==> config.mk <==
export PLATFORM = sky130hd
export DESIGN_NAME = prioritised_vectored_interrupt_unit
export DESIGN_NICKNAME = d
export VERILOG_FILES = /design/src/shared/irq_unit_pkg.sv /design/src/shared/irq_pend_if.sv /design/src/logic/prioritised_vectored_interrupt_unit.sv /design/src/logic/irq_source_sense.sv /design/src/logic/irq_arbiter.sv
export SDC_FILE = /design/constraint.sdc
export NUM_CORES = 1
export LEC_CHECK = 0
export BUFFER_PORTS_ARGS = -buffer_cell sky130_fd_sc_hd__buf_4
export CAP_MARGIN = 20
export CORE_ASPECT_RATIO = 0.75
export CORE_UTILIZATION = 40
export DETAILED_ROUTE_END_ITERATION = 16
export HOLD_SLACK_MARGIN = 0.05
export PLACE_DENSITY = 0.69
export RECOVER_POWER = 50
export SYNTH_ARGS = -nofsm -noshare
export SYNTH_HDL_FRONTEND = slang
export SYNTH_SLANG_ARGS = --single-unit
export TNS_END_PERCENT = 20
==> constraint.sdc <==
create_clock -name i_ref_clk -period 6.5 [get_ports i_ref_clk]
set_input_delay 0.325 -clock i_ref_clk [delete_from_list [all_inputs] [get_ports i_ref_clk]]
set_output_delay 0.325 -clock i_ref_clk [all_outputs]
set_load 0.01 [all_outputs]
==> src/shared/irq_unit_pkg.sv <==
// constants, register indices and types shared by the vectored interrupt unit
package irq_unit_pkg;

   // source counts and grouping
   localparam int NUM_SRC = 14;
   localparam int NUM_GRP = 6;
   localparam int NUM_LVL = 4;

   // register indices; the bus byte address is four times the index
   localparam logic [7:0] IDX_EN0       = 8'hA8;
   localparam logic [7:0] IDX_EN1       = 8'hA9;
   localparam logic [7:0] IDX_EN2       = 8'hAA;
   localparam logic [7:0] IDX_PRIO_LOW  = 8'hB8;
   localparam logic [7:0] IDX_PRIO_HIGH = 8'hF8;
   localparam logic [7:0] IDX_EDGE_SEL  = 8'h01;
   localparam logic [7:0] IDX_STATUS    = 8'h02;
   localparam logic [7:0] IDX_MASK      = 8'h03;
   localparam logic [7:0] IDX_PENDING   = 8'h04;
   localparam logic [7:0] IDX_STATE     = 8'h05;

   // field positions and reset values
   localparam int          GE_BIT     = 7;
   localparam logic [5:0]  EN0_RST    = 6'h00;
   localparam logic [5:0]  EN1_RST    = 6'h00;
   localparam logic [1:0]  EN2_RST    = 2'h0;
   localparam logic        GE_RST     = 1'h0;
   localparam logic [5:0]  PRIO_RST   = 6'h00;
   localparam logic [13:0] SRC14_RST  = 14'h0000;

   // vector addresses
   localparam logic [15:0] VEC_RESET  = 16'h0000;
   localparam logic [15:0] VEC_BASE   = 16'h0003;

   // latency: machine cycles of two clocks at 25 MHz
   localparam int CLK_PERIOD_NS = 40;
   localparam int CLK_PER_MC    = 2;
   localparam int LAT_MIN_MC    = 3;
   localparam int LAT_MAX_MC    = 9;
   localparam int LAT_MIN_CLK   = LAT_MIN_MC * CLK_PER_MC;
   localparam int PIPE_CLK      = 4;
   localparam logic [2:0] WAIT_LOAD = 3'(LAT_MIN_CLK - PIPE_CLK - 1);

   // bus answers
   localparam logic [1:0] RESP_OKAY   = 2'h0;
   localparam logic [1:0] RESP_SLVERR = 2'h2;

   typedef enum logic [1:0] {ST_IDLE, ST_WAIT, ST_CALL} vec_state_type;

endpackage

==> src/shared/irq_pend_if.sv <==
// pending flags, their clears and the sense mode between control and sense logic
`timescale 1ns/1ps
interface irq_pend_if;
   import irq_unit_pkg::*;
   logic [NUM_SRC-1:0] pending;
   logic [NUM_SRC-1:0] clear;
   logic [NUM_SRC-1:0] edge_sel;
   modport sense (output pending, input clear, input edge_sel);
   modport ctl   (input pending, output clear, output edge_sel);
endinterface

==> src/logic/prioritised_vectored_interrupt_unit.sv <==
// vectored interrupt unit with priority levels and an AXI4-Lite register slave
`timescale 1ns/1ps

////////////////////////////////////////////////////////////////////////////////
module prioritised_vectored_interrupt_unit
   import irq_unit_pkg::*;
(
   // clock and reset
   input  wire logic               i_ref_clk,
   input  wire logic               i_rstn,
   // peripheral requests and reset entry
   input  wire logic [NUM_SRC-1:0] i_irq_req,
   input  wire logic               i_hw_reset_source,
   // cpu side
   input  wire logic               i_call_ack,
   input  wire logic               i_return_from_isr,
   output logic                    o_long_call,
   output logic [15:0]             o_vector_addr,
   output logic                    o_global_irq_enable,
   // axi4-lite write channels
   input  wire logic               i_s_axi_awvalid,
   output logic                    o_s_axi_awready,
   input  wire logic [11:0]        i_s_axi_awaddr,
   input  wire logic               i_s_axi_wvalid,
   output logic                    o_s_axi_wready,
   input  wire logic [31:0]        i_s_axi_wdata,
   input  wire logic [3:0]         i_s_axi_wstrb,
   output logic                    o_s_axi_bvalid,
   input  wire logic               i_s_axi_bready,
   output logic [1:0]              o_s_axi_bresp,
   // axi4-lite read channels
   input  wire logic               i_s_axi_arvalid,
   output logic                    o_s_axi_arready,
   input  wire logic [11:0]        i_s_axi_araddr,
   output logic                    o_s_axi_rvalid,
   input  wire logic               i_s_axi_rready,
   output logic [31:0]             o_s_axi_rdata,
   output logic [1:0]              o_s_axi_rresp,
   // summary interrupt
   output logic                    o_irq
);

   ////////////////////////////////////////////////////////////////////////////////
   // helpers

   function automatic logic addr_is(input logic [11:0] addr, input logic [7:0] idx);
      return addr == {2'h0, idx, 2'h0};
   endfunction

   function automatic logic [13:0] merge14(input logic [13:0] old,
                                           input logic [31:0] data,
                                           input logic [3:0]  strb);
      logic [13:0] res;
      res = old;
      if (strb[0]) res[7:0] = data[7:0];
      if (strb[1]) res[13:8] = data[13:8];
      return res;
   endfunction

   // highest level currently in service, one-hot
   function automatic logic [3:0] top_bit(input logic [3:0] map);
      logic [3:0] res;
      res = 4'h0;
      for (int l = 0; l < NUM_LVL; l++) begin
         if (map[l]) res = 4'(1 << l);
      end
      return res;
   endfunction

   ////////////////////////////////////////////////////////////////////////////////
   // declarations

   logic                aw_full_ff;
   logic [11:0]         aw_addr_ff;
   logic                w_full_ff;
   logic [31:0]         w_data_ff;
   logic [3:0]          w_strb_ff;
   logic                awready_ff;
   logic                wready_ff;
   logic                bvalid_ff;
   logic [1:0]          bresp_ff;
   logic                arready_ff;
   logic                rvalid_ff;
   logic [31:0]         rdata_ff;
   logic [1:0]          rresp_ff;

   logic                ge_ff;
   logic [5:0]          en0_ff;
   logic [5:0]          en1_ff;
   logic [1:0]          en2_ff;
   logic [5:0]          prio_low_ff;
   logic [5:0]          prio_high_ff;
   logic [13:0]         edge_sel_ff;
   logic [13:0]         status_ff;
   logic [13:0]         mask_ff;
   logic                irq_ff;

   logic                rst_meta_ff;
   logic                rst_sync_ff;
   logic                rst_prev_ff;
   logic                rst_pend_ff;

   vec_state_type       state_ff;
   vec_state_type       nxt_state;
   logic [2:0]          wait_cnt_ff;
   logic [2:0]          nxt_wait_cnt;
   logic [3:0]          cur_src_ff;
   logic [3:0]          nxt_cur_src;
   logic [1:0]          cur_lvl_ff;
   logic [1:0]          nxt_cur_lvl;
   logic                cur_rst_ff;
   logic                nxt_cur_rst;
   logic [3:0]          in_service_ff;
   logic                call_ff;
   logic [15:0]         vector_ff;

   irq_pend_if          pend ();

   ////////////////////////////////////////////////////////////////////////////////
   // bus decode

   wire logic aw_take   = i_s_axi_awvalid & awready_ff;
   wire logic w_take    = i_s_axi_wvalid & wready_ff;
   wire logic wr_fire   = aw_full_ff & w_full_ff & ~bvalid_ff;
   wire logic ar_take   = i_s_axi_arvalid & arready_ff;
   wire logic r_done    = rvalid_ff & i_s_axi_rready;
   wire logic b_done    = bvalid_ff & i_s_axi_bready;
   wire logic lane0     = w_strb_ff[0];

   wire logic hit_en0   = addr_is(aw_addr_ff, IDX_EN0);
   wire logic hit_en1   = addr_is(aw_addr_ff, IDX_EN1);
   wire logic hit_en2   = addr_is(aw_addr_ff, IDX_EN2);
   wire logic hit_plow  = addr_is(aw_addr_ff, IDX_PRIO_LOW);
   wire logic hit_phigh = addr_is(aw_addr_ff, IDX_PRIO_HIGH);
   wire logic hit_edge  = addr_is(aw_addr_ff, IDX_EDGE_SEL);
   wire logic hit_mask  = addr_is(aw_addr_ff, IDX_MASK);
   wire logic hit_ro    = addr_is(aw_addr_ff, IDX_STATUS)
                        | addr_is(aw_addr_ff, IDX_PENDING)
                        | addr_is(aw_addr_ff, IDX_STATE);
   wire logic wr_known  = hit_en0 | hit_en1 | hit_en2 | hit_plow | hit_phigh
                        | hit_edge | hit_mask | hit_ro;

   wire logic wr_en0    = wr_fire & hit_en0 & lane0;
   wire logic wr_en1    = wr_fire & hit_en1 & lane0;
   wire logic wr_en2    = wr_fire & hit_en2 & lane0;
   wire logic wr_plow   = wr_fire & hit_plow & lane0;
   wire logic wr_phigh  = wr_fire & hit_phigh & lane0;
   wire logic wr_edge   = wr_fire & hit_edge;
   wire logic wr_mask   = wr_fire & hit_mask;

   wire logic [11:0] ra = i_s_axi_araddr;
   wire logic rd_known  = addr_is(ra, IDX_EN0) | addr_is(ra, IDX_EN1)
                        | addr_is(ra, IDX_EN2) | addr_is(ra, IDX_PRIO_LOW)
                        | addr_is(ra, IDX_PRIO_HIGH) | addr_is(ra, IDX_EDGE_SEL)
                        | addr_is(ra, IDX_STATUS) | addr_is(ra, IDX_MASK)
                        | addr_is(ra, IDX_PENDING) | addr_is(ra, IDX_STATE);
   // reading status clears it, so only an accepted read may do so
   wire logic status_rd_clr = ar_take & addr_is(ra, IDX_STATUS);

   // bit 6 of enable register 0 is unimplemented and reads zero
   wire logic [31:0] rd_data =
        addr_is(ra, IDX_EN0)       ? {24'h0, ge_ff, 1'h0, en0_ff}
      : addr_is(ra, IDX_EN1)       ? {26'h0, en1_ff}
      : addr_is(ra, IDX_EN2)       ? {30'h0, en2_ff}
      : addr_is(ra, IDX_PRIO_LOW)  ? {26'h0, prio_low_ff}
      : addr_is(ra, IDX_PRIO_HIGH) ? {26'h0, prio_high_ff}
      : addr_is(ra, IDX_EDGE_SEL)  ? {18'h0, edge_sel_ff}
      : addr_is(ra, IDX_STATUS)    ? {18'h0, status_ff}
      : addr_is(ra, IDX_MASK)      ? {18'h0, mask_ff}
      : addr_is(ra, IDX_PENDING)   ? {18'h0, pend.pending}
      : addr_is(ra, IDX_STATE)     ? {20'h0, in_service_ff, cur_src_ff, 2'h0, state_ff}
      :                              32'h0000_0000;

   ////////////////////////////////////////////////////////////////////////////////
   // request sensing and arbitration

   irq_source_sense u_sense (
      .i_ref_clk (i_ref_clk),
      .i_rstn    (i_rstn),
      .i_req     (i_irq_req),
      .pend      (pend.sense)
   );

   wire logic [13:0] en_all  = {en2_ff, en1_ff, en0_ff};
   wire logic [13:0] arb_req = pend.pending & en_all & {NUM_SRC{ge_ff}};
   wire logic        arb_valid;
   wire logic [3:0]  arb_src;
   wire logic [1:0]  arb_lvl;

   irq_arbiter u_arb (
      .i_req       (arb_req),
      .i_prio_low  (prio_low_ff),
      .i_prio_high (prio_high_ff),
      .o_valid     (arb_valid),
      .o_src       (arb_src),
      .o_level     (arb_lvl)
   );

   wire logic [3:0] svc_top     = top_bit(in_service_ff);
   wire logic [3:0] arb_onehot  = 4'(1 << arb_lvl);
   // a request at or below the running level waits for the return
   wire logic       can_preempt = (in_service_ff == 4'h0) | (arb_onehot > svc_top);

   wire logic accept     = (state_ff == ST_CALL) & i_call_ack;
   wire logic accept_src = accept & ~cur_rst_ff;
   wire logic [13:0] cur_onehot = 14'(1 << cur_src_ff);
   wire logic [15:0] vec_calc = cur_rst_ff ? VEC_RESET
                              : VEC_BASE + {9'h0, cur_src_ff, 3'h0};

   assign pend.clear    = accept_src ? cur_onehot : SRC14_RST;
   assign pend.edge_sel = edge_sel_ff;

   wire logic [3:0] push_mask = accept_src ? 4'(1 << cur_lvl_ff) : 4'h0;
   wire logic [3:0] pop_mask  = i_return_from_isr ? svc_top : 4'h0;
   wire logic [3:0] nxt_in_service = (in_service_ff & ~pop_mask) | push_mask;
   wire logic [13:0] status_set = accept_src ? cur_onehot : SRC14_RST;
   // an event in the cycle of the clearing read is kept
   wire logic [13:0] nxt_status = (status_ff & ~{NUM_SRC{status_rd_clr}}) | status_set;
   wire logic nxt_ge = accept ? 1'b0
                     : i_return_from_isr ? 1'b1
                     : wr_en0 ? w_data_ff[GE_BIT] : ge_ff;
   wire logic rst_rise = rst_sync_ff & ~rst_prev_ff;
   wire logic nxt_rst_pend = rst_rise | (rst_pend_ff & ~(accept & cur_rst_ff));

   ////////////////////////////////////////////////////////////////////////////////
   // vectoring sequence

   always_comb begin
      nxt_state    = state_ff;
      nxt_wait_cnt = wait_cnt_ff;
      nxt_cur_src  = cur_src_ff;
      nxt_cur_lvl  = cur_lvl_ff;
      nxt_cur_rst  = cur_rst_ff;
      unique case (state_ff)
         ST_IDLE: begin
            if (rst_pend_ff) begin
               nxt_state    = ST_WAIT;
               nxt_cur_rst  = 1'b1;
               nxt_wait_cnt = WAIT_LOAD;
            end else if (arb_valid && can_preempt) begin
               nxt_state    = ST_WAIT;
               nxt_cur_rst  = 1'b0;
               nxt_cur_src  = arb_src;
               nxt_cur_lvl  = arb_lvl;
               nxt_wait_cnt = WAIT_LOAD;
            end
         end
         ST_WAIT: begin
            // pads the path so the call lands no sooner than three machine cycles
            if (wait_cnt_ff == 3'h0) begin
               nxt_state = ST_CALL;
            end else begin
               nxt_wait_cnt = wait_cnt_ff - 3'h1;
            end
         end
         ST_CALL: begin
            if (i_call_ack) begin
               nxt_state = ST_IDLE;
            end
         end
      endcase
   end

   ////////////////////////////////////////////////////////////////////////////////
   // registers

   always_ff @(posedge i_ref_clk) begin
      if (!i_rstn) begin
         state_ff      <= ST_IDLE;
         wait_cnt_ff   <= 3'h0;
         cur_src_ff    <= 4'h0;
         cur_lvl_ff    <= 2'h0;
         cur_rst_ff    <= 1'b0;
         in_service_ff <= 4'h0;
         call_ff       <= 1'b0;
         vector_ff     <= VEC_RESET;
         rst_meta_ff   <= 1'b0;
         rst_sync_ff   <= 1'b0;
         rst_prev_ff   <= 1'b0;
         rst_pend_ff   <= 1'b0;
      end else begin
         state_ff      <= nxt_state;
         wait_cnt_ff   <= nxt_wait_cnt;
         cur_src_ff    <= nxt_cur_src;
         cur_lvl_ff    <= nxt_cur_lvl;
         cur_rst_ff    <= nxt_cur_rst;
         in_service_ff <= nxt_in_service;
         call_ff       <= (nxt_state == ST_CALL);
         vector_ff     <= vec_calc;
         rst_meta_ff   <= i_hw_reset_source;
         rst_sync_ff   <= rst_meta_ff;
         rst_prev_ff   <= rst_sync_ff;
         rst_pend_ff   <= nxt_rst_pend;
      end
   end

   always_ff @(posedge i_ref_clk) begin
      if (!i_rstn) begin
         ge_ff        <= GE_RST;
         en0_ff       <= EN0_RST;
         en1_ff       <= EN1_RST;
         en2_ff       <= EN2_RST;
         prio_low_ff  <= PRIO_RST;
         prio_high_ff <= PRIO_RST;
         edge_sel_ff  <= SRC14_RST;
         mask_ff      <= SRC14_RST;
         status_ff    <= SRC14_RST;
         irq_ff       <= 1'b0;
      end else begin
         ge_ff     <= nxt_ge;
         status_ff <= nxt_status;
         irq_ff    <= |(nxt_status & mask_ff);
         if (wr_en0) en0_ff <= w_data_ff[5:0];
         if (wr_en1) en1_ff <= w_data_ff[5:0];
         if (wr_en2) en2_ff <= w_data_ff[1:0];
         if (wr_plow) prio_low_ff <= w_data_ff[5:0];
         if (wr_phigh) prio_high_ff <= w_data_ff[5:0];
         if (wr_edge) edge_sel_ff <= merge14(edge_sel_ff, w_data_ff, w_strb_ff);
         if (wr_mask) mask_ff <= merge14(mask_ff, w_data_ff, w_strb_ff);
      end
   end

   // address and data are held apart so either may arrive first
   always_ff @(posedge i_ref_clk) begin
      if (!i_rstn) begin
         aw_full_ff <= 1'b0;
         aw_addr_ff <= 12'h000;
         w_full_ff  <= 1'b0;
         w_data_ff  <= 32'h0000_0000;
         w_strb_ff  <= 4'h0;
         awready_ff <= 1'b0;
         wready_ff  <= 1'b0;
         bvalid_ff  <= 1'b0;
         bresp_ff   <= RESP_OKAY;
      end else begin
         awready_ff <= ~(aw_full_ff | aw_take) | wr_fire;
         wready_ff  <= ~(w_full_ff | w_take) | wr_fire;
         if (aw_take) begin
            aw_full_ff <= 1'b1;
            aw_addr_ff <= i_s_axi_awaddr;
         end else if (wr_fire) begin
            aw_full_ff <= 1'b0;
         end
         if (w_take) begin
            w_full_ff <= 1'b1;
            w_data_ff <= i_s_axi_wdata;
            w_strb_ff <= i_s_axi_wstrb;
         end else if (wr_fire) begin
            w_full_ff <= 1'b0;
         end
         if (wr_fire) begin
            bvalid_ff <= 1'b1;
            bresp_ff  <= wr_known ? RESP_OKAY : RESP_SLVERR;
         end else if (b_done) begin
            bvalid_ff <= 1'b0;
         end
      end
   end

   always_ff @(posedge i_ref_clk) begin
      if (!i_rstn) begin
         arready_ff <= 1'b0;
         rvalid_ff  <= 1'b0;
         rdata_ff   <= 32'h0000_0000;
         rresp_ff   <= RESP_OKAY;
      end else begin
         arready_ff <= ~(rvalid_ff | ar_take) | r_done;
         if (ar_take) begin
            rvalid_ff <= 1'b1;
            rdata_ff  <= rd_data;
            rresp_ff  <= rd_known ? RESP_OKAY : RESP_SLVERR;
         end else if (r_done) begin
            rvalid_ff <= 1'b0;
         end
      end
   end

   ////////////////////////////////////////////////////////////////////////////////
   // outputs

   assign o_long_call         = call_ff;
   assign o_vector_addr       = vector_ff;
   assign o_global_irq_enable = ge_ff;
   assign o_s_axi_awready     = awready_ff;
   assign o_s_axi_wready      = wready_ff;
   assign o_s_axi_bvalid      = bvalid_ff;
   assign o_s_axi_bresp       = bresp_ff;
   assign o_s_axi_arready     = arready_ff;
   assign o_s_axi_rvalid      = rvalid_ff;
   assign o_s_axi_rdata       = rdata_ff;
   assign o_s_axi_rresp       = rresp_ff;
   assign o_irq               = irq_ff;

endmodule

==> src/logic/irq_source_sense.sv <==
// request synchronisers and per-source pending flags
`timescale 1ns/1ps
module irq_source_sense
   import irq_unit_pkg::*;
(
   // clock and reset
   input  wire logic               i_ref_clk,
   input  wire logic               i_rstn,
   // request pins
   input  wire logic [NUM_SRC-1:0] i_req,
   // pending flags
   irq_pend_if.sense               pend
);

   logic [NUM_SRC-1:0] meta_ff;
   logic [NUM_SRC-1:0] sync_ff;
   logic [NUM_SRC-1:0] prev_ff;
   logic [NUM_SRC-1:0] pend_ff;
   logic [NUM_SRC-1:0] nxt_pend;

   genvar k;
   generate
      for (k = 0; k < NUM_SRC; k++) begin : g_src
         // level mode re-arms while the line stays high; a set beats the clear
         wire logic set_k = pend.edge_sel[k] ? (sync_ff[k] & ~prev_ff[k]) : sync_ff[k];
         assign nxt_pend[k] = set_k | (pend_ff[k] & ~pend.clear[k]);
      end
   endgenerate

   always_ff @(posedge i_ref_clk) begin
      if (!i_rstn) begin
         meta_ff <= SRC14_RST;
         sync_ff <= SRC14_RST;
         prev_ff <= SRC14_RST;
         pend_ff <= SRC14_RST;
      end else begin
         meta_ff <= i_req;
         sync_ff <= meta_ff;
         prev_ff <= sync_ff;
         pend_ff <= nxt_pend;
      end
   end

   assign pend.pending = pend_ff;

endmodule

==> src/logic/irq_arbiter.sv <==
// picks the highest-level, lowest-numbered eligible request
`timescale 1ns/1ps
module irq_arbiter
   import irq_unit_pkg::*;
(
   // eligible requests and priority bits
   input  wire logic [NUM_SRC-1:0] i_req,
   input  wire logic [NUM_GRP-1:0] i_prio_low,
   input  wire logic [NUM_GRP-1:0] i_prio_high,
   // winner
   output logic                    o_valid,
   output logic [3:0]              o_src,
   output logic [1:0]              o_level
);

   // sources n, n+6, n+12 share group n and its priority bits
   function automatic logic [1:0] level_of(input int src);
      int grp;
      grp = src % NUM_GRP;
      return {i_prio_high[grp], i_prio_low[grp]};
   endfunction

   // later hits overwrite: levels rise outward, numbers fall inward
   always_comb begin
      o_valid = 1'b0;
      o_src   = 4'h0;
      o_level = 2'h0;
      for (int l = 0; l < NUM_LVL; l++) begin
         for (int k = NUM_SRC - 1; k >= 0; k--) begin
            if (i_req[k] && (level_of(k) == 2'(l))) begin
               o_valid = 1'b1;
               o_src   = 4'(k);
               o_level = 2'(l);
            end
         end
      end
   end

endmodule

==> Yosys cells after proc, flatten, opt, wreduce, memory -nomap -nowiden <==
Index checks and enable logic that the tools add are counted.
{ "classes": {"add_sub_neg": 2, "n_mul": 0, "n_div": 0, "magnitude_cmp": 1, "eq_ne": 43, "shifts": 3, "mux": 207, "bitwise_logic": 139, "reduce_logical": 83} }
{ "ops": {"columns": ["cell", "n"], "rows": [
  ["2-to-1 mux 4 bit", 61],
  ["2-to-1 mux 14 bit", 10],
  ["== test 12 x 10 -> 1 bit (second input constant)", 10],
  ["2-to-1 mux 1 bit", 96],
  ["2-to-1 mux 2 bit", 34],
  ["logical AND 1 bit", 57],
  ["AND 14 bit", 4],
  ["AND 1 bit", 53],
  ["== test 12 x 4 -> 1 bit (second input constant)", 4],
  ["== test 12 x 5 -> 1 bit (second input constant)", 4],
  ["bitwise OR 1 bit", 40],
  ["NOT 1 bit", 37],
  ["== test 2 bit (second input constant)", 14],
  ["== test 12 x 3 -> 1 bit (second input constant)", 2],
  ["== test 2 x 1 -> 1 bit (second input constant)", 7],
  ["zero test 2 bit", 7],
  ["NOT 14 bit", 1],
  ["bitwise OR 14 bit", 1],
  ["nonzero test 2 bit", 7],
  ["OR reduction 14 bit", 1],
  ["left shift 1 x 4 -> 14 bit (first input constant)", 1],
  ["2-to-1 mux 12 bit", 1],
  ["AND reduction 2 bit", 5],
  ["2-to-1 mux 3 bit", 3],
  ["15 further kinds", 18]
]} }
{ "totals": {"reg_bits": 234, "latch_bits": 0, "ramBits": 0, "romBits": 0, "in_bits": 84, "output_inout_bits": 60, "word_cells": 519, "memories": 0} }

==> Depth between registers and ports, before layout <==
{ "depth": {"ltp_word": 64, "depth_mapped": 16, "ltp_nobuf": 14} }

==> Cells and area by module <==
From an unflattened synthesis, not the netlist that was laid out.
{ "unflattened": {"cells_unflattened": 1200, "hier_area_um2": 10112.2} }
{ "modules_own_cells": {"columns": ["mod", "instances", "cells_each", "area_each_um2", "seq_area_each_um2"], "rows": [
  ["prioritised_vectored_interrupt_unit", 1, 857, 7074.3, 2942.8],
  ["irq_source_sense", 1, 146, 1707.9, 1121.1],
  ["irq_arbiter", 1, 197, 1330.0, 0.0]
]} }

==> Least setup slack after synthesis <==
No wires, ideal clock.
{ "synth_timing": {"path_type": "flip-flop to flip-flop", "from": "reg ge_ff, in the netlist o_global_irq_enable", "to": "reg cur_lvl_ff[1]", "setup_ps": 128, "arrival_time_ps": 3093, "required_time_ps": 6372, "setup_slack_ps": 3280, "path_stages_with_launch": 16, "path_buffers": 1, "period_less_slack_ps": 3220, "path_cell_list": "dfxtp_1 > buf_6 > nand3_1 > nor2_1 > or4_4 > and2b_1 > nor2_1 > ha_1 > nor2b_1 > o21a_1 > o21a_1 > o21ai_0 > o21ai_0 > nand3b_4 > mux2i_1 > nor2_1"} }
{ "synth_via": {"elab_chain_len": 60, "elab_cells_between_ends": 160, "cone_classes": "order compare: 1; shift: 1; mux: 98; bitwise: 2; reduce/logical: 58"} }
{ "synth_lines": {"columns": ["item", "line_no", "source"], "rows": [
  ["start, declared", "prioritised_vectored_interrupt_unit.sv:87", "logic ge_ff;"],
  ["start signal, assigned", "prioritised_vectored_interrupt_unit.sv:310", "ge_ff <= nxt_ge;"],
  ["AND 14 bit (*)", "prioritised_vectored_interrupt_unit.sv:185", "wire logic [13:0] arb_req = pend.pending & en_all & {NUM_SRC{ge_ff}};"],
  ["logical AND 1 bit", "irq_arbiter.sv:30", "if (i_req[k] && (level_of(k) == 2'(l))) begin"],
  ["2-to-1 mux 1 bit (56 in a row)", "irq_arbiter.sv:30", null],
  ["logical AND 1 bit", "prioritised_vectored_interrupt_unit.sv:240", "end else if (arb_valid && can_preempt) begin"],
  ["AND reduction 3 bit (no source line)", null, null],
  ["end signal, assigned", "prioritised_vectored_interrupt_unit.sv:285", "cur_lvl_ff <= nxt_cur_lvl;"],
  ["end, declared", "prioritised_vectored_interrupt_unit.sv:109", "logic [1:0] cur_lvl_ff;"]
]} }
Mark *: on every way between the ends. The rest lies on a longest branch, timed or not.
A chain may end at the register's enable or synchronous reset.

==> Final worst setup path <==
{ "layout_timing": {"from": "reg ge_ff, in the netlist o_global_irq_enable", "to": "reg wait_cnt_ff[2]"} }
{ "layout_via": {"elab_chain_len": 61, "elab_cells_between_ends": 161, "cone_classes": "order compare: 1; eq/ne: 1; shift: 1; mux: 98; bitwise: 2; reduce/logical: 58"} }
{ "layout_lines": {"columns": ["item", "line_no", "source"], "rows": [
  ["AND 14 bit (*)", "prioritised_vectored_interrupt_unit.sv:185", null],
  ["logical AND 1 bit", "irq_arbiter.sv:30", null],
  ["2-to-1 mux 1 bit (56 in a row)", "irq_arbiter.sv:30", null],
  ["logical AND 1 bit (*)", "prioritised_vectored_interrupt_unit.sv:240", null],
  ["!= test 3 bit (no source line) (*)", null, null],
  ["AND reduction 3 bit (no source line) (*)", null, null],
  ["end signal, assigned", "prioritised_vectored_interrupt_unit.sv:283", "wait_cnt_ff <= nxt_wait_cnt;"],
  ["end, declared", "prioritised_vectored_interrupt_unit.sv:105", "logic [2:0] wait_cnt_ff;"]
]} }
Marks and branches as above.

==> results.txt <==
* Share of post-route cells with drive strength above 1: 12.34%
* Cells resized by post-CTS repair: 0
* Crit path capture type: flop
- Across the whole layout, storage elements account for 4064 um^2.
- The checks that failed: max-capacitance violations, max-slew violations.
- Total half-perimeter wirelength after legalization and detailed placement: 20.85 mm
- Sum of met2 wire segment lengths after detailed routing: 11.95 mm
- Area growth syn-to-layout: 16.09%
- For this run, the top clock speed supported by timing is 216.6 MHz.
- Critical path cell sequence: clkbuf_1 -> nand3_2 -> o22ai_1 -> nor4_4 -> nand4_1 -> nor2_1 -> ha_1 -> nor2b_1 -> o21a_1 -> o21a_1 -> o21ai_0 -> o21ai_0 -> a21oi_4 -> o221ai_1 -> nor3_2
- Routability congestion estimate: 0.9552
- Worst clock skew on the final layout: 0.01328 ns
- Yosys printed 0 warnings.
* First-pass GRT wire length: 44.42 mm
- The floorplan step defined a core boundary enclosing 23,300 um^2.
* Predominant post-synthesis flop cell: sky130_fd_sc_hd__dfxtp_1
* Share of async-settable or async-resettable flops after synthesis: 0%
- Portion of the post-synthesis area used by sequential elements: 42.28%
* Post-detailed-route DRC marker count: 0
- For the pin with the worst max-slew slack, the measured transition is 2.880 ns.
- Top Ports: 144
- Required @ worst endpoint: 6.93 ns
* GRT Residual Overflow: 0
* Clock period minus final worst setup slack: 4.616 ns
- Max-cap violations in this run came to 1.
- Number of buffers and inverters on the critical path: 1
- The floorplan step set the die width to 181.0 um.
- Commonest non-fill, non-tap cell in the layout: sky130_fd_sc_hd__dfxtp_1
* Area occupied by multi-input gates: 5112 um^2
- The first detailed-routing pass ran for 6 iterations.
- In this design, the largest share of critical-path delay is due to compound AO/OA/AOI/OAI gates.
* CTS buffer count: 21
- Counting every sink on the clock net gives 203.
* Post-Synthesis Cell Area: 9612 um^2
- The number of hold-slack violations in the final timing report is 0.
- Clock latency on the worst-skew pair, taken at its later pin, is 0.50 ns.
- Highest ir drop seen on vdd: 0.2135 mV
* Post-layout net count: 1,310
- The detailed router placed 8,567 vias in this run.
* Synth unique cells: 83
* Average wire per cell in the routed design: 18.72 um
* Combinational share of power: 6.0%
* Initial DRC Count: 1,061
- In this run the remaining antenna-violating nets after routing total 0.
- In this run the static leakage power is 4.333 nW.
* Number of antenna cells inserted: 0
- For this configuration, the core starts out at a cell density of 41.25%.
- Filler instances: 2,237
- The die covers 24,660 um^2.
- After detailed routing, the number of vias per cell comes to 5.592.
* Worst stage delay on the critical path: 0.73 ns
- Cell at the root of the clock tree: sky130_fd_sc_hd__clkbuf_16
* # rows: 48
- CTS tree: built
- Critical path launch point type: flop
- Status: complete, but fails checks
- Wires add up to 28.67 mm.
* Gate Count Post-Synth: 1,135
- Power Dens Cells: 249.3 nW/um^2
- Top routing layer in use: met4
- Critical-path top delay cell: sky130_fd_sc_hd__clkbuf_1
- In this run the tightest slew margin relative to its limit is -91.99%.
* Total routing usage reported by global routing: 23.02%
* Setup total negative slack: 0 ns
* Synthesized area per cell: 8.468 um^2
- The final-report max-slew violation count was 80.
- Sequential cells burn 47.4% of the power.
* Cell Int Power: 2.137 mW
- Period Utilization, post-route: 71.01%
- The worst hold path belongs to the class input port to flop.
* Clock-pin slew on the worst setup and hold paths: 0.06 ns
- Counting flops with a built-in enable in the synthesized netlist gives 0.
- Fraction of power spent switching nets: 23.18%
- The critical path is of the flop to flop type.
* Commonest cells after routing, fill and taps aside: sky130_fd_sc_hd__dfxtp_1 (203), sky130_fd_sc_hd__nand2_1 (150), sky130_fd_sc_hd__nor2_1 (143)
* Met3 routed wirelength: 2.786 mm
- Maximum number of buffers from clock root to sink: 3
- Overall power: 2.782 mW
- In this run the worst path has a maximum fanout of 20.
* Setup repair after global routing missed its margin: no
- Data on the critical path arrives at its endpoint at 5.04 ns.
- Counting flops and latches in the post-synthesis netlist gives 203.
* Floorplan die height: 136.2 um
- Antenna violations before repair: 0
* Pin count of the biggest net entering global routing: 88
* Via count of the first global-routing pass: 7,800
- The count of buffers added on input and output ports is 93.
- Detailed-routing wirelength on met1: 13.51 mm
- In this run, the clock network consumes 46.6% of the power.
- Setup violations remaining at the end of the flow were counted as 0.
* Net switching power: 644.7 uW
* H-tree levels: 1
[worst paths after layout]
path	start	end	slack (ns)	cells after the start
worst max-delay path	o_global_irq_enable$_SDFFE_PP0P_	wait_cnt_ff[2]$_SDFFE_PN0P_	1.88	15
worst min register to register	rst_meta_ff$_SDFF_PN0_	rst_sync_ff$_SDFF_PN0_	0.43	1
worst min-delay path	i_s_axi_wdata[12]	w_data_ff[12]$_SDFFE_PN0P_	0.07	3
worst max register to register	o_global_irq_enable$_SDFFE_PP0P_	wait_cnt_ff[2]$_SDFFE_PN0P_	1.88	15
[per-layer routing]
metal | global-route usage, % | up-vias
li1 | - | 4147
met1 | 33.77 | 3977
met3 | 5.331 | 44
met4 | 4.096 | 0
met2 | 34.36 | 399
met5 | 0 | -
[tightest hold or removal path, stage by stage]
cell,delay (ns)
sky130_fd_sc_hd__buf_4,0.11
sky130_fd_sc_hd__nand2_1,0.04
sky130_fd_sc_hd__a21oi_1,0.05
[registers in the layout, summed over array words and instances (netlist names), 3 cells and up]
register / count
edge_sel_ff: 14
en0_ff: 6
in_service_ff: 4
w_data_ff: 14
u_sense.sync_ff: 14
en1_ff: 6
u_sense.pend.pending: 14
u_sense.prev_ff: 14
cur_src_ff: 4
o_vector_addr: 5
aw_addr_ff: 12
prio_high_ff: 6
wait_cnt_ff: 3
prio_low_ff: 6
o_s_axi_rdata: 14
mask_ff: 14
status_ff: 14
u_sense.meta_ff: 14
[kinds of logic (layout without fill, tap and decap cells)]
family | Yosys count | after routing | share of synthesized area, %
AO/OA/AOI/OAI | 255 | 255 | 18.16
multiplexers | 59 | 59 | 6.157
AND/OR/NAND/NOR | 502 | 502 | 26.53
other | 1 | 30 | 0.03901
adder cells (fa/ha/maj) | 9 | 9 | 1.172
flip-flops | 203 | 203 | 42.28
buffers and inverters | 106 | 174 | 5.662
[area by class of cell]
| type | instances | area share, % |
|---|---|---|
| Multi-Input combinational cell | 855 | 45.82 |
| Clock inverter | 12 | 1.592 |
| Timing Repair Buffer | 115 | 7.031 |
| Clock buffer | 26 | 5.057 |
| Inverter | 21 | 0.7176 |
| Tap cell | 300 | 3.364 |
| Sequential cell | 203 | 36.42 |
[Yosys cell counts, types with 9 or more instances]
cell                       number  area share (%)
sky130_fd_sc_hd__mux2i_1       58             6.0
sky130_fd_sc_hd__inv_1         20            0.78
sky130_fd_sc_hd__or2_2          9            0.59
sky130_fd_sc_hd__a21oi_1       75             3.9
sky130_fd_sc_hd__a221oi_1      16             1.5
sky130_fd_sc_hd__a222oi_1      10             1.0
sky130_fd_sc_hd__o21ai_0       39             2.0
sky130_fd_sc_hd__nor2_1       143             5.6
sky130_fd_sc_hd__nand3_1       17            0.89
sky130_fd_sc_hd__buf_4         32             2.5
sky130_fd_sc_hd__nor3_1        16            0.83
sky130_fd_sc_hd__nand2b_1      15            0.98
sky130_fd_sc_hd__o22ai_1       24             1.6
sky130_fd_sc_hd__dfxtp_1      203              42
sky130_fd_sc_hd__ha_1           9             1.2
sky130_fd_sc_hd__nand2_1      150             5.9
sky130_fd_sc_hd__a22oi_1       26             2.0
sky130_fd_sc_hd__and3_1        13            0.85
sky130_fd_sc_hd__clkbuf_1      47             1.8
sky130_fd_sc_hd__and2_1        65             4.2
[power by group through the flow]
stage | registers, mW | clock network (mW) | logic, mW
floorplan | 1.33 | 0 | 0.115
global placement | 1.35 | 0 | 0.166
detailed placement | 1.35 | 0 | 0.168
CTS | 1.32 | 1.32 | 0.176
global route | 1.32 | 1.37 | 0.189
finish | 1.32 | 1.30 | 0.168
[stage by stage]
stage	cell area (um^2)	worst slack [ns]	hold WS [ns]	instances	util, %
finish	11160	1.884	0.06543	1532	47.88
global route	11160	1.380	0.05365	1532	47.88
CTS	11260	2.524	0.05334	1530	48.32
detailed placement	10370	2.515	0.4177	1477	44.49
global placement	10370	2.587	0.4147	1477	44.49
floorplan	9721	3.280	0.4119	1164	-
[timing repair]
item | 4_1_cts | 5_1_grt
setup buffers | 0 | 0
endpoints found under the hold margin | 15 | 0
hold buffers | 15 | 0
(Power assumes the default switching activity.)
